===== config.mk =====
export PLATFORM = sky130hd
export DESIGN_NAME = isabc_top
export DESIGN_NICKNAME = d
export VERILOG_FILES = /design/src/common/isabc_pkg.sv /design/src/core/isabc_top.sv
export SDC_FILE = /design/constraint.sdc
export NUM_CORES = 1
export LEC_CHECK = 0
export CAP_MARGIN = 20
export CORE_ASPECT_RATIO = 1.25
export CORE_UTILIZATION = 50
export DETAILED_ROUTE_END_ITERATION = 8
export DONT_BUFFER_PORTS = 1
export PLACE_DENSITY = 0.67
export SYNTH_ARGS = -nofsm -noshare
export SYNTH_HDL_FRONTEND = slang
export SYNTH_SLANG_ARGS = --single-unit

===== constraint.sdc =====
create_clock -name clk -period 11.7 [get_ports clk]
set_input_delay 0.585 -clock clk [delete_from_list [all_inputs] [get_ports clk]]
set_output_delay 0.585 -clock clk [all_outputs]
set_load 0.02 [all_outputs]

===== src/common/isabc_pkg.sv =====
// isabc_pkg: constants and carriers for the isa system bus controller
package isabc_pkg;
  // -------------------------------------------------
  // register indexes
  // -------------------------------------------------
  localparam logic [7:0] IDX_ROM_CFG_A   = 8'h16;
  localparam logic [7:0] IDX_ROM_CFG_B   = 8'h17;
  localparam logic [7:0] IDX_MISC_STAT   = 8'h1f;
  localparam logic [7:0] IDX_BUS_SPEED   = 8'h22;
  localparam logic [7:0] IDX_PERIPH_ROUT = 8'h24;
  localparam logic [7:0] REG_RST         = 8'h00;
  // -------------------------------------------------
  // field positions
  // -------------------------------------------------
  localparam int SPD_DIV_MSB    = 2;
  localparam int SPD_TD_EN      = 7;
  localparam int ROMA_SYS_EN    = 0;
  localparam int ROMA_VID_EN    = 1;
  localparam int ROMB_SMM_EN    = 7;
  localparam int ROMB_WR_SD     = 4;
  localparam int ROMB_WS_MSB    = 3;
  localparam int ROUT_RTC_SD    = 0;
  localparam int ROUT_KBD_SD    = 1;
  localparam int MISC_ROM8      = 2;
  // -------------------------------------------------
  // addresses and timing
  // -------------------------------------------------
  localparam logic [23:0] ROM_RESET_ADDR = 24'hfffff0;
  localparam logic [6:0]  ROM_SYS_BLK    = 7'h07;
  localparam logic [6:0]  ROM_SYS_ALIAS  = 7'h7f;
  localparam logic [5:0]  ROM_VID_BLK    = 6'h06;
  localparam logic [15:0] IO_SD_BASE     = 16'h0100;
  localparam logic [15:0] IO_RTC_INDEX   = 16'h0070;
  localparam logic [15:0] IO_RTC_DATA    = 16'h0071;
  localparam logic [15:0] IO_KBD_DATA    = 16'h0060;
  localparam logic [15:0] IO_KBD_CMD     = 16'h0064;
  localparam logic [7:0]  FLOAT_BYTE     = 8'hff;
  localparam logic [3:0]  IO_WAIT_TICKS  = 4'h4;
  // -------------------------------------------------
  // types
  // -------------------------------------------------
  typedef struct packed {
    logic [23:0] addr;
    logic        io;
    logic        wr;
    logic [1:0]  be_n;
    logic [15:0] wdata;
    logic        hit_sysmem;
    logic        hit_npu;
    logic        hit_local;
    logic        hit_internal;
  } isabc_req_s;
  typedef enum logic [4:0] {
    ST_IDLE = 5'b00001,
    ST_CMD  = 5'b00010,
    ST_NEXT = 5'b00100,
    ST_DONE = 5'b01000,
    ST_GAP  = 5'b10000
  } isabc_state_e;
endpackage : isabc_pkg


===== src/core/isabc_top.sv =====
// isabc_top: isa system bus controller core
//
// How it works
// - bus clock divides cpu clock per speed
// - force non-pipelined cpu during bus cycle
// - address buffer direction from hlda, master
// - sa0 from byte enables, dma, master input
// - byte steering; split 16-bit to 8-bit
// - latch read data, return with ready
// - unclaimed cpu cycles go to bus
// - translator disable low unless bit7 set
// - io 100h up and memory on expansion
// - routing register places rtc and keyboard
// - rom select on enabled rom reads
// - two config registers enable rom ranges
// - config b sets waits, rom write bus
// - power-on assumes 16-bit boot rom
// - first reset read high byte checked
// - ff high byte: rerun as 8-bit
// - rom width in misc status bit2
// - clock chip index, read, write strobes
// - invert clock chip interrupt to irq8
// - keyboard select at 060h, 064h
// - keyboard reset, address bit20 gate
`timescale 1ns/100ps
module isabc_top
  import isabc_pkg::*;
#(
  parameter int SYN_W = 7
) (
  input  wire logic       clk,
  input  wire logic       rst,
  input  wire logic       req_valid,
  input  wire isabc_req_s req,
  output logic            cpu_ready,
  output logic [15:0]     cpu_rdata,
  output logic            cpu_nonpipe,
  input  wire logic       hlda,
  input  wire logic       dma_sa0,
  input  wire logic       cpu_a20_in,
  output logic            cpu_a20_out,
  output logic            cpu_reset,
  input  wire logic [SYN_W-1:0] pins_in,
  output logic            sysclk,
  output logic            address_buffer_direction_n,
  input  wire logic       sa0_in,
  output logic            sa0_out,
  output logic            sa0_oe,
  input  wire logic [15:0] peripheral_data_bus_in,
  output logic [15:0]     peripheral_data_bus_out,
  output logic            peripheral_data_bus_oe,
  output logic            translator_disable_n,
  output logic            low_lane_direction,
  output logic            high_lane_direction,
  output logic            ior_n,
  output logic            iow_n,
  output logic            memr_n,
  output logic            memw_n,
  output logic            boot_rom_select_n,
  output logic            clock_chip_index_strobe,
  output logic            clock_chip_read_strobe_n,
  output logic            clock_chip_write_strobe_n,
  output logic            irq8,
  output logic            keyboard_ctrl_select_n,
  input  wire logic [7:0] reg_index,
  input  wire logic       reg_wr,
  input  wire logic [7:0] reg_wdata,
  output logic [7:0]      reg_rdata
);
  // -------------------------------------------------
  // pin synchronisers
  // -------------------------------------------------
  // pins_in: 6 memcs16_n 5 iocs16_n 4 local_bus_claim_n 3 address_line20_gate
  //          2 keyboard_reset_request_n 1 irq8_n 0 master_n
  wire [SYN_W-1:0] pin_sync;
  genvar gi;
  generate
    for (gi = 0; gi < SYN_W; gi++)
    begin : g_sync
      logic s1_reg, s2_reg, s3_reg, q_reg;
      always_ff @(posedge clk or posedge rst)
      begin
        if (rst)
        begin
          s1_reg <= 1'b1;
          s2_reg <= 1'b1;
          s3_reg <= 1'b1;
          q_reg  <= 1'b1;
        end
        else
        begin
          s1_reg <= pins_in[gi];
          s2_reg <= s1_reg;
          s3_reg <= s2_reg;
          if (s2_reg == s3_reg)
            q_reg <= s3_reg;
        end
      end
      // one process per bit, so no vector has two writers
      assign pin_sync[gi] = q_reg;
    end
  endgenerate
  wire master_n  = pin_sync[0];
  wire irq8_n    = pin_sync[1];
  wire kbrst_n   = pin_sync[2];
  wire a20_gate  = pin_sync[3];
  wire claim_n   = pin_sync[4];
  wire iocs16_n  = pin_sync[5];
  wire memcs16_n = pin_sync[6];
  // -------------------------------------------------
  // registers
  // -------------------------------------------------
  logic [7:0] rom_a_reg, rom_b_reg, speed_reg, rout_reg;
  logic       rom8_reg, detect_done_reg;
  wire [7:0]  misc_status = {5'h00, rom8_reg, 2'h0};
  always_ff @(posedge clk or posedge rst)
  begin
    if (rst)
    begin
      rom_a_reg <= REG_RST;
      rom_b_reg <= REG_RST;
      speed_reg <= REG_RST;
      rout_reg  <= REG_RST;
    end
    else if (reg_wr)
    begin
      if (reg_index == IDX_ROM_CFG_A)   rom_a_reg <= reg_wdata;
      if (reg_index == IDX_ROM_CFG_B)   rom_b_reg <= reg_wdata;
      if (reg_index == IDX_BUS_SPEED)   speed_reg <= reg_wdata;
      if (reg_index == IDX_PERIPH_ROUT) rout_reg  <= reg_wdata;
    end
  end
  wire [7:0] rd_mux = (reg_index == IDX_ROM_CFG_A)   ? rom_a_reg :
                      (reg_index == IDX_ROM_CFG_B)   ? rom_b_reg :
                      (reg_index == IDX_MISC_STAT)   ? misc_status :
                      (reg_index == IDX_BUS_SPEED)   ? speed_reg :
                      (reg_index == IDX_PERIPH_ROUT) ? rout_reg : 8'h00;
  // -------------------------------------------------
  // bus clock divider
  // -------------------------------------------------
  logic [3:0] div_reg;
  logic       sysclk_reg;
  wire div_hit  = div_reg >= {1'b0, speed_reg[SPD_DIV_MSB:0]};
  wire bus_tick = div_hit & ~sysclk_reg;
  always_ff @(posedge clk or posedge rst)
  begin
    if (rst)
    begin
      div_reg    <= 4'h0;
      sysclk_reg <= 1'b0;
    end
    else if (div_hit)
    begin
      div_reg    <= 4'h0;
      sysclk_reg <= ~sysclk_reg;
    end
    else
      div_reg <= div_reg + 4'h1;
  end
  // -------------------------------------------------
  // cycle decode
  // -------------------------------------------------
  wire [23:0] a = req.addr;
  wire in_sys = (a[23:17] == ROM_SYS_BLK) | (a[23:17] == ROM_SYS_ALIAS);
  wire in_vid = a[23:17] == {1'b0, ROM_VID_BLK};
  wire rom_rng = (in_sys & (rom_a_reg[ROMA_SYS_EN] | rom_b_reg[ROMB_SMM_EN])) |
                 (in_vid & rom_a_reg[ROMA_VID_EN]);
  wire rom_rd  = ~req.io & ~req.wr & rom_rng;
  wire is_rtc  = req.io & ((a[15:0] == IO_RTC_INDEX) | (a[15:0] == IO_RTC_DATA));
  wire is_kbd  = req.io & ((a[15:0] == IO_KBD_DATA) | (a[15:0] == IO_KBD_CMD));
  wire io_sd   = (a[15:0] >= IO_SD_BASE) | (is_rtc & rout_reg[ROUT_RTC_SD]) |
                 (is_kbd & rout_reg[ROUT_KBD_SD]);
  wire mem_sd  = ~rom_rng | (req.wr & rom_b_reg[ROMB_WR_SD]);
  wire on_sd   = (req.io ? io_sd : mem_sd) & claim_n;
  wire to_bus  = req_valid & ~(req.hit_sysmem | req.hit_npu | req.hit_local |
                               req.hit_internal);
  wire narrow  = rom_rd ? rom8_reg : (req.io ? iocs16_n : memcs16_n);
  wire both_b  = ~req.be_n[0] & ~req.be_n[1];
  wire [3:0] ws_load = rom_rd ? rom_b_reg[ROMB_WS_MSB:0] : IO_WAIT_TICKS;
  // -------------------------------------------------
  // cycle sequencer
  // -------------------------------------------------
  isabc_state_e st_reg;
  isabc_req_s   cur_reg;
  logic         split_reg, hi_reg, narrow_reg, rom_reg, sd_reg;
  logic [3:0]   wcnt_reg;
  logic [15:0]  rdat_reg;
  wire at_reset_addr = cur_reg.addr == ROM_RESET_ADDR;
  wire detect_now = rom_reg & ~cur_reg.wr & at_reset_addr & ~detect_done_reg & ~split_reg;
  wire floated = peripheral_data_bus_in[15:8] == FLOAT_BYTE;
  // strobes reach the pins a cycle late: never sample before they are out
  wire cmd_live   = ~(ior_n & iow_n & memr_n & memw_n);
  wire strobe_end = (st_reg == ST_CMD) & bus_tick & cmd_live & (wcnt_reg == 4'h0);
  wire lane_lo = narrow_reg | ~hi_reg;
  always_ff @(posedge clk or posedge rst)
  begin
    if (rst)
    begin
      st_reg          <= ST_IDLE;
      cur_reg         <= '0;
      split_reg       <= 1'b0;
      hi_reg          <= 1'b0;
      narrow_reg      <= 1'b0;
      rom_reg         <= 1'b0;
      sd_reg          <= 1'b0;
      wcnt_reg        <= 4'h0;
      rdat_reg        <= 16'h0000;
      rom8_reg        <= 1'b0;
      detect_done_reg <= 1'b0;
    end
    else
    begin
      case (st_reg)
        ST_IDLE:
          if (to_bus)
          begin
            cur_reg    <= req;
            split_reg  <= both_b & narrow;
            hi_reg     <= req.be_n[0];
            narrow_reg <= narrow;
            rom_reg    <= rom_rd;
            sd_reg     <= on_sd;
            wcnt_reg   <= ws_load;
            st_reg     <= ST_CMD;
          end
        ST_CMD:
          if (bus_tick & cmd_live)
          begin
            if (wcnt_reg != 4'h0)
              wcnt_reg <= wcnt_reg - 4'h1;
            else
            begin
              if (~narrow_reg)
                rdat_reg <= peripheral_data_bus_in;
              else if (hi_reg)
                rdat_reg[15:8] <= peripheral_data_bus_in[7:0];
              else
                rdat_reg[7:0] <= peripheral_data_bus_in[7:0];
              if (detect_now)
              begin
                detect_done_reg <= 1'b1;
                if (floated)
                begin
                  rom8_reg   <= 1'b1;
                  narrow_reg <= 1'b1;
                  split_reg  <= 1'b1;
                  hi_reg     <= 1'b1; // next flips it: even byte first
                  st_reg     <= ST_NEXT;
                end
                else
                  st_reg <= ST_DONE;
              end
              else if (split_reg & ~hi_reg)
                st_reg <= ST_NEXT;
              else
                st_reg <= ST_DONE;
            end
          end
        ST_NEXT:
          if (bus_tick)
          begin
            hi_reg   <= ~hi_reg | (split_reg & rom8_reg & ~hi_reg);
            wcnt_reg <= rom_reg ? rom_b_reg[ROMB_WS_MSB:0] : IO_WAIT_TICKS;
            st_reg   <= ST_CMD;
          end
        ST_DONE:
          st_reg <= ST_GAP;
        ST_GAP:
          st_reg <= ST_IDLE;
        default:
          st_reg <= ST_IDLE;
      endcase
    end
  end
  // -------------------------------------------------
  // registered outputs
  // -------------------------------------------------
  wire busy  = st_reg != ST_IDLE;
  wire cmd   = st_reg == ST_CMD;
  wire c_io  = cur_reg.io;
  wire c_wr  = cur_reg.wr;
  wire [15:0] c_a = cur_reg.addr[15:0];
  wire [15:0] wout = lane_lo ? {cur_reg.wdata[15:8], hi_reg ? cur_reg.wdata[15:8] :
                                cur_reg.wdata[7:0]} : cur_reg.wdata;
  // a master owns the bus when hlda is high and master_n low: buffers face the card
  wire master_own = hlda & ~master_n;
  always_ff @(posedge clk or posedge rst)
  begin
    if (rst)
    begin
      cpu_ready                  <= 1'b0;
      cpu_rdata                  <= 16'h0000;
      cpu_nonpipe                <= 1'b0;
      cpu_a20_out                <= 1'b0;
      cpu_reset                  <= 1'b1;
      sysclk                     <= 1'b0;
      address_buffer_direction_n <= 1'b1;
      sa0_out                    <= 1'b0;
      sa0_oe                     <= 1'b1;
      peripheral_data_bus_out    <= 16'h0000;
      peripheral_data_bus_oe     <= 1'b0;
      translator_disable_n       <= 1'b0;
      low_lane_direction         <= 1'b0;
      high_lane_direction        <= 1'b0;
      ior_n                      <= 1'b1;
      iow_n                      <= 1'b1;
      memr_n                     <= 1'b1;
      memw_n                     <= 1'b1;
      boot_rom_select_n          <= 1'b1;
      clock_chip_index_strobe    <= 1'b0;
      clock_chip_read_strobe_n   <= 1'b1;
      clock_chip_write_strobe_n  <= 1'b1;
      irq8                       <= 1'b0;
      keyboard_ctrl_select_n     <= 1'b1;
      reg_rdata                  <= 8'h00;
    end
    else
    begin
      cpu_ready   <= st_reg == ST_DONE;
      cpu_rdata   <= rdat_reg;
      cpu_nonpipe <= busy;
      cpu_a20_out <= cpu_a20_in & a20_gate;
      cpu_reset   <= ~kbrst_n;
      sysclk      <= sysclk_reg;
      address_buffer_direction_n <= ~master_own;
      sa0_oe      <= ~master_own;
      sa0_out     <= hlda ? dma_sa0 : hi_reg;
      peripheral_data_bus_out <= wout;
      peripheral_data_bus_oe  <= cmd & c_wr & ~sd_reg;
      translator_disable_n    <= speed_reg[SPD_TD_EN] & ~(busy & sd_reg);
      low_lane_direction      <= busy & ~c_wr;
      high_lane_direction     <= busy & ~c_wr & ~lane_lo;
      ior_n  <= ~(cmd & c_io & ~c_wr);
      iow_n  <= ~(cmd & c_io & c_wr);
      memr_n <= ~(cmd & ~c_io & ~c_wr);
      memw_n <= ~(cmd & ~c_io & c_wr);
      boot_rom_select_n <= ~(cmd & rom_reg);
      clock_chip_index_strobe   <= cmd & c_io & c_wr & (c_a == IO_RTC_INDEX);
      clock_chip_read_strobe_n  <= ~(cmd & c_io & ~c_wr & (c_a == IO_RTC_DATA));
      clock_chip_write_strobe_n <= ~(cmd & c_io & c_wr & (c_a == IO_RTC_DATA));
      irq8 <= ~irq8_n;
      keyboard_ctrl_select_n <= ~(cmd & c_io & ((c_a == IO_KBD_DATA) |
                                               (c_a == IO_KBD_CMD)));
      reg_rdata <= rd_mux;
    end
  end
endmodule : isabc_top


-- Word-level counts from Yosys, hierarchy flattened
Cells that the tools add are included.
- flip-flop bits (word level): 200
- bits in latches: 0
- memory bits (writable): 0
- ROM bits: 0
- bits of input ports: 95
- output and inout port bits: 62
- logic and storage cells: 260
- memories: 0
- $add $sub $neg: 2
- $mul: 0
- div/mod/pow operators: 0
- magnitude comparators: 2
- eq/ne operators: 39
- shifts and indexed selects: 0
- multiplexer cells: 41
- bitwise gates (word level): 87
- reductions and logical operators: 16
- operators with widths (kind ; number):
    16-bit by 7-bit == test with 1-bit output, second input constant ; 8
    8-bit two-way mux ; 9
    1-bit AND ; 44
    4-bit two-way mux ; 9
    1-bit NOT ; 29
    5-bit two-way mux ; 5
    24-bit == test, second input constant ; 1
    8-bit by 5-bit == test with 1-bit output, second input constant ; 3
    5-bit case mux with 4 select lines ; 1
    8-bit by 6-bit == test with 1-bit output, second input constant ; 2
    16-bit by 9-bit >= comparator with 1-bit output, second input constant ; 1
    16-bit two-way mux ; 1
    4-bit AND reduction ; 4
    7-bit by 3-bit == test with 1-bit output, second input constant ; 2
    2-bit inequality test, second input constant ; 7
    1-bit bitwise OR ; 14
    1-bit two-way mux ; 12
    4-bit case mux with 3 select lines ; 1
    2-bit AND reduction ; 5
    5-bit AND reduction ; 2
    8-bit == test, second input constant ; 1
    1-bit == test ; 7
    7-bit == test, second input constant ; 1
    7-bit AND reduction ; 1
    15 further kinds ; 17

-- Longest topological paths before layout
- depth in word-level cells: 9
- gate-level depth with buffers: 8
- gate-level depth less buffers: 8

-- Worst setup path before layout
Ideal clock, no wire load.
- path type: register to register
- from: register div_reg[2]
- to: register wcnt_reg[3]
- library setup time: 121 ps
- data arrival time: 2070 ps
- required time: 11579 ps
- slack: 9509 ps
- cell stages (with the launch flop): 8
- path buffers: 0
- period minus slack after synthesis: 2191 ps
- cells stage by stage: dfrtp_1 ha_1 nand2_1 o21ai_1 a21oi_1 a2111oi_4 o21ai_1 a22o_1
- cells in the longest elaborated chain, start to end: 5
- elaborated cells between the ends (all ways): 6
- those cells by class: 1 x order compare; 2 x eq/ne; 2 x bitwise; 1 x reduce/logical
- ends and longest elaborated chain (element ; line ; RTL):
    start: declaration ; isabc_top.sv:141 ; logic [3:0] div_reg;
    start signal: assignment ; isabc_top.sv:158 ; div_reg <= div_reg + 4'h1;
    4-bit by 3-bit >= comparator with 1-bit output (*) ; isabc_top.sv:143 ; wire div_hit = div_reg >= {1'b0, speed_reg[SPD_DIV_MSB:0]};
    1-bit AND (*) ; isabc_top.sv:144 ; wire bus_tick = div_hit & ~sysclk_reg;
    1-bit AND ; isabc_top.sv:227 ; if (bus_tick & cmd_live)
    2-bit by 1-bit inequality test with 1-bit output (no source line) ; n/a ;
    5-bit AND reduction (no source line) (*) ; n/a ;
    end signal: assignment ; isabc_top.sv:223 ; wcnt_reg <= ws_load;
    end signal: assignment ; isabc_top.sv:230 ; wcnt_reg <= wcnt_reg - 4'h1;
    end signal: assignment ; isabc_top.sv:263 ; wcnt_reg <= rom_reg ? rom_b_reg[ROMB_WS_MSB:0] : IO_WAIT_TICKS;
    end: declaration ; isabc_top.sv:186 ; logic [3:0] wcnt_reg;
Every way passes the cells marked *; elsewhere a longest branch is shown, timed or not.
A chain may end at the register's enable or synchronous reset.

-- Worst setup path after layout
- from: register st_reg[1]
- to: register cur_reg[44] in the netlist's numbering
- cells in the longest elaborated chain, start to end: 2
- ends and longest elaborated chain (element ; line ; RTL):
    start: declaration ; isabc_top.sv:183 ; isabc_state_e st_reg;
    start signal: assignment ; isabc_top.sv:199 ; st_reg <= ST_IDLE;
    start signal: assignment ; isabc_top.sv:224 ; st_reg <= ST_CMD;
    start signal: assignment ; isabc_top.sv:248 ; st_reg <= ST_NEXT;
    5-bit by 1-bit == test with 1-bit output ; isabc_top.sv:213 ; case (st_reg)
    2-bit AND reduction (no source line) ; n/a ;
    end signal: assignment ; isabc_top.sv:217 ; cur_reg <= req;
    end: declaration ; isabc_top.sv:184 ; isabc_req_s cur_reg;
No other way between the ends.

==> summary.md <==
| Metric | Value |
|---|---|
| Status | finished, final reports clean |
| Crit path capture type | flip-flop |
| Die Area | 16,020 um2 |
| Post-CTS setup buffer count | 0 |
| Wirelength per Cell | 19.29 um |
| Worst EP required | 12.01 ns |
| R2r endpoint | cur_reg[44] |
| VDD IR max | 0.00009392 V |
| Via count | 4,358 |
| Core outline area | 15,080 um2 |
| Reg2reg start | st_reg[1] |
| Drt pass-1 iters | 4 |
| Yosys warns | 0 |
| Worst-path cell chain | or4b_4 > nor2_8 > inv_2 > nor2_8 > mux2_2 |
| GRT Total Usage | 19.60% |
| Sequential-to-total area share from yosys stat | 65.16% |
| Setup violations, final | 0 |
| Period minus WS final | 2.598 ns |
| Combinational share of power | 11.9% |
| Net Sw Frac | 28.89% |
| Initial Utilization | 51.44% |
| Worst-case clock buffer depth | 2 |
| Async set-or-reset flop fraction in the synthesized netlist | 100.0% |
| Dpl hpwl | 10,470 um |
| CTS hold repair buffers | 0 |
| Setup ws final | 9.102 ns |
| CTS sink count | 200 |
| Post-synth EDFFs | 0 |
| Largest delay contributor family on the critical path | simple AND/OR/NAND/NOR gates |
| Reg2Reg Depth | 5 |
| Nets@finish | 649 |
| Area contributors post-synth | dfrtp_1 (52%), mux2_2 (16%), dfstp_2 (13%) |
| Static Leak | 3.719 nW |
| Boundary pin count | 157 |
| CTS tree | done |
| Internal power | 0.001221 W |
| Antenna cells | 0 |
| Share of cells above drive strength 1 | 34.34% |
| Root buffer cell | clkbuf_16 |
| Maximum clock rate | 384.9 MHz |
| Switching power | 0.0004960 W |
| Period utilization | 22.21% |
| Syn Area/Cell | 14.36 um2 |
| Final clock skew | 0.009724 ns |
| Clock power frac | 33.0% |
| Residual DRC count | 0 |
| Post-cts sizing count | 0 |
| Max Transition Viols Final | 0 |
| Port bufs | 0 |
| Vias per cell | 5.660 |
| Number of synthesized register bits | 200 |
| Setup TNS | 0 ns |
| Crit path kind | reg2reg |
| Syn-to-layout area delta | 10.26% |
| RSZ-0062 raised after global routing | no |
| Post-synth top area cell | dfrtp_1 |
| Max stage delay on crit path | 0.62 ns |
| Worst path most repeated cell | nor2_8 |
| Total gr overflow | 0 |
| Worst slew margin | 34.44% |
| RePlAce Congestion | 0.8472 |
| First-pass GRT wire length | 23,780 um |
| Most frequent cells in the layout | dfrtp_1 (161), mux2_2 (107), dfstp_2 (39) |
| Slowest-stage cell, CP | or4b_4 |
| Chip Height | 141.3 um |
| Pwr Density | 200.7 nW/um2 |
| Final hold vios | 0 |
| Flop2flop setup slack | 9.10 ns |
| Worst-path fanout max | 46 |
| Seq pwr share | 55.1% |
| Width of the die | 113.4 um |
| Routed Antenna Nets | 0 |
| Initial antenna violation count | 0 |
| 1st-iter DRT viols | 283 |
| # Max-Cap Violations | 0 |
| Net Count, Synth | 640 |
| Ys flop type | dfrtp_1 |
| Worst hold path class | in2async |
| Clock latency on the worst-skew pair | 0.43 ns |
| Most common cell after layout, fill and taps aside | dfrtp_1 |
| Fillers | 1,197 |
| Vias in the first global route | 4,588 |
| Cells after synthesis | 540 |
| Crit path buf inv count | 1 |
| Unique masters post-synth | 60 |
| CTS H-tree depth | 4 |
| CTS Buf Count | 17 |
| Largest register FFs | 24 |
| WP data arrival | 2.91 ns |
| Post-Route WL | 14,860 um |
| Startpoint types | flip-flop |
| Least-Margin Pin Slew | 0.9834 ns |
| Cell area after synthesis | 7756 um2 |
| Pre-CTS WS | 9.041 ns |
| Area share of the largest cell type after synthesis | 51.94% |
| Largest net degree at the start of global routing | 122 |
| Worst-path clk slew | 0.08 ns |
| # rows | 50 |
kinds of logic (layout without fill, tap and decap cells):
group,Yosys count,after routing,synth area share [%]
adders and majority gates,12,12,1.710
DFF,200,200,65.16
and+or+nand+nor,119,119,8.727
AOI/OAI and AO/OA,64,64,6.049
xor gates and xnor gates,3,3,0.3388
buffers and inverters,30,52,1.807
muxes,112,112,16.21
worst reg2reg max path: stages (launching register included):
cell and delay [ns]:
dfrtp_1 0.49, or4b_4 0.62, nor2_8 0.17, inv_2 0.12, nor2_8 0.62, mux2_2 0.47
synth_stat cells (4+ instances only):
cell type / n
mux2_2: 107
maj3_1: 7
nand2_1: 23
inv_1: 18
nor4_1: 6
ha_1: 5
buf_4: 5
a21oi_1: 15
nor2_1: 31
nand4_1: 6
nor3_1: 7
dfrtp_1: 161
or3_1: 6
nor2b_1: 4
nand3_1: 9
a222oi_1: 7
o21ai_0: 8
clkbuf_1: 4
a31oi_1: 5
dfstp_2: 39
stage by stage:
stage	hold slack, ns	instance area [um2]	power (W)	util, %	cells
floorplan	0.3452	7756	0.001109	-	540
global route	0.1169	8552	0.001800	56.72	770
CTS	0.1209	8552	0.001735	56.72	770
global placement	0.3464	7963	0.001152	52.81	738
finish	0.1399	8552	0.001717	56.72	770
detailed placement	0.3468	7963	0.001167	52.81	738
worst max-delay path by stage:
stage,start,end,slack (ns),cells past startpoint
floorplan,rst,c_a[0],5.73,1
global placement,reg_index[5],rom_b_reg[4],9.07,5
detailed placement,reg_index[5],rom_b_reg[2],9.04,5
CTS,st_reg[1],cur_reg[7],9.11,5
global route,speed_reg[1],rdat_reg[6],8.93,8
finish,st_reg[1],cur_reg[44],9.10,5
power by group through the flow:
stage               sequential [W]  clock, W  combinational [W]
floorplan                 0.000922         0           0.000186
detailed placement        0.000961         0           0.000206
CTS                       0.000948  0.000580           0.000207
global placement          0.000954         0           0.000198
global route              0.000965  0.000608           0.000227
finish                    0.000946  0.000566           0.000205
layout make-up:
cell class	instances	area, um2	share of cell area (%)
inverter	19	78.83	0.9217
clock inverter	14	150.1	1.756
tap	208	260.3	3.043
multi-input combinational	310	2562	29.96
clock buffer	18	439.2	5.135
sequential	200	5054	59.09
timing repair buffer	1	7.507	0.08778
routing by layer:
layer | track usage [%] | wire length [um] | vias to the layer above
li1 | - | - | 1973
met1 | 23.59 | 5992 | 2225
met4 | 8.934 | 323 | 0
met3 | 5.126 | 843 | 23
met5 | 0 | 0 | -
met2 | 33.06 | 7695 | 137
(Power assumes the default switching activity.)
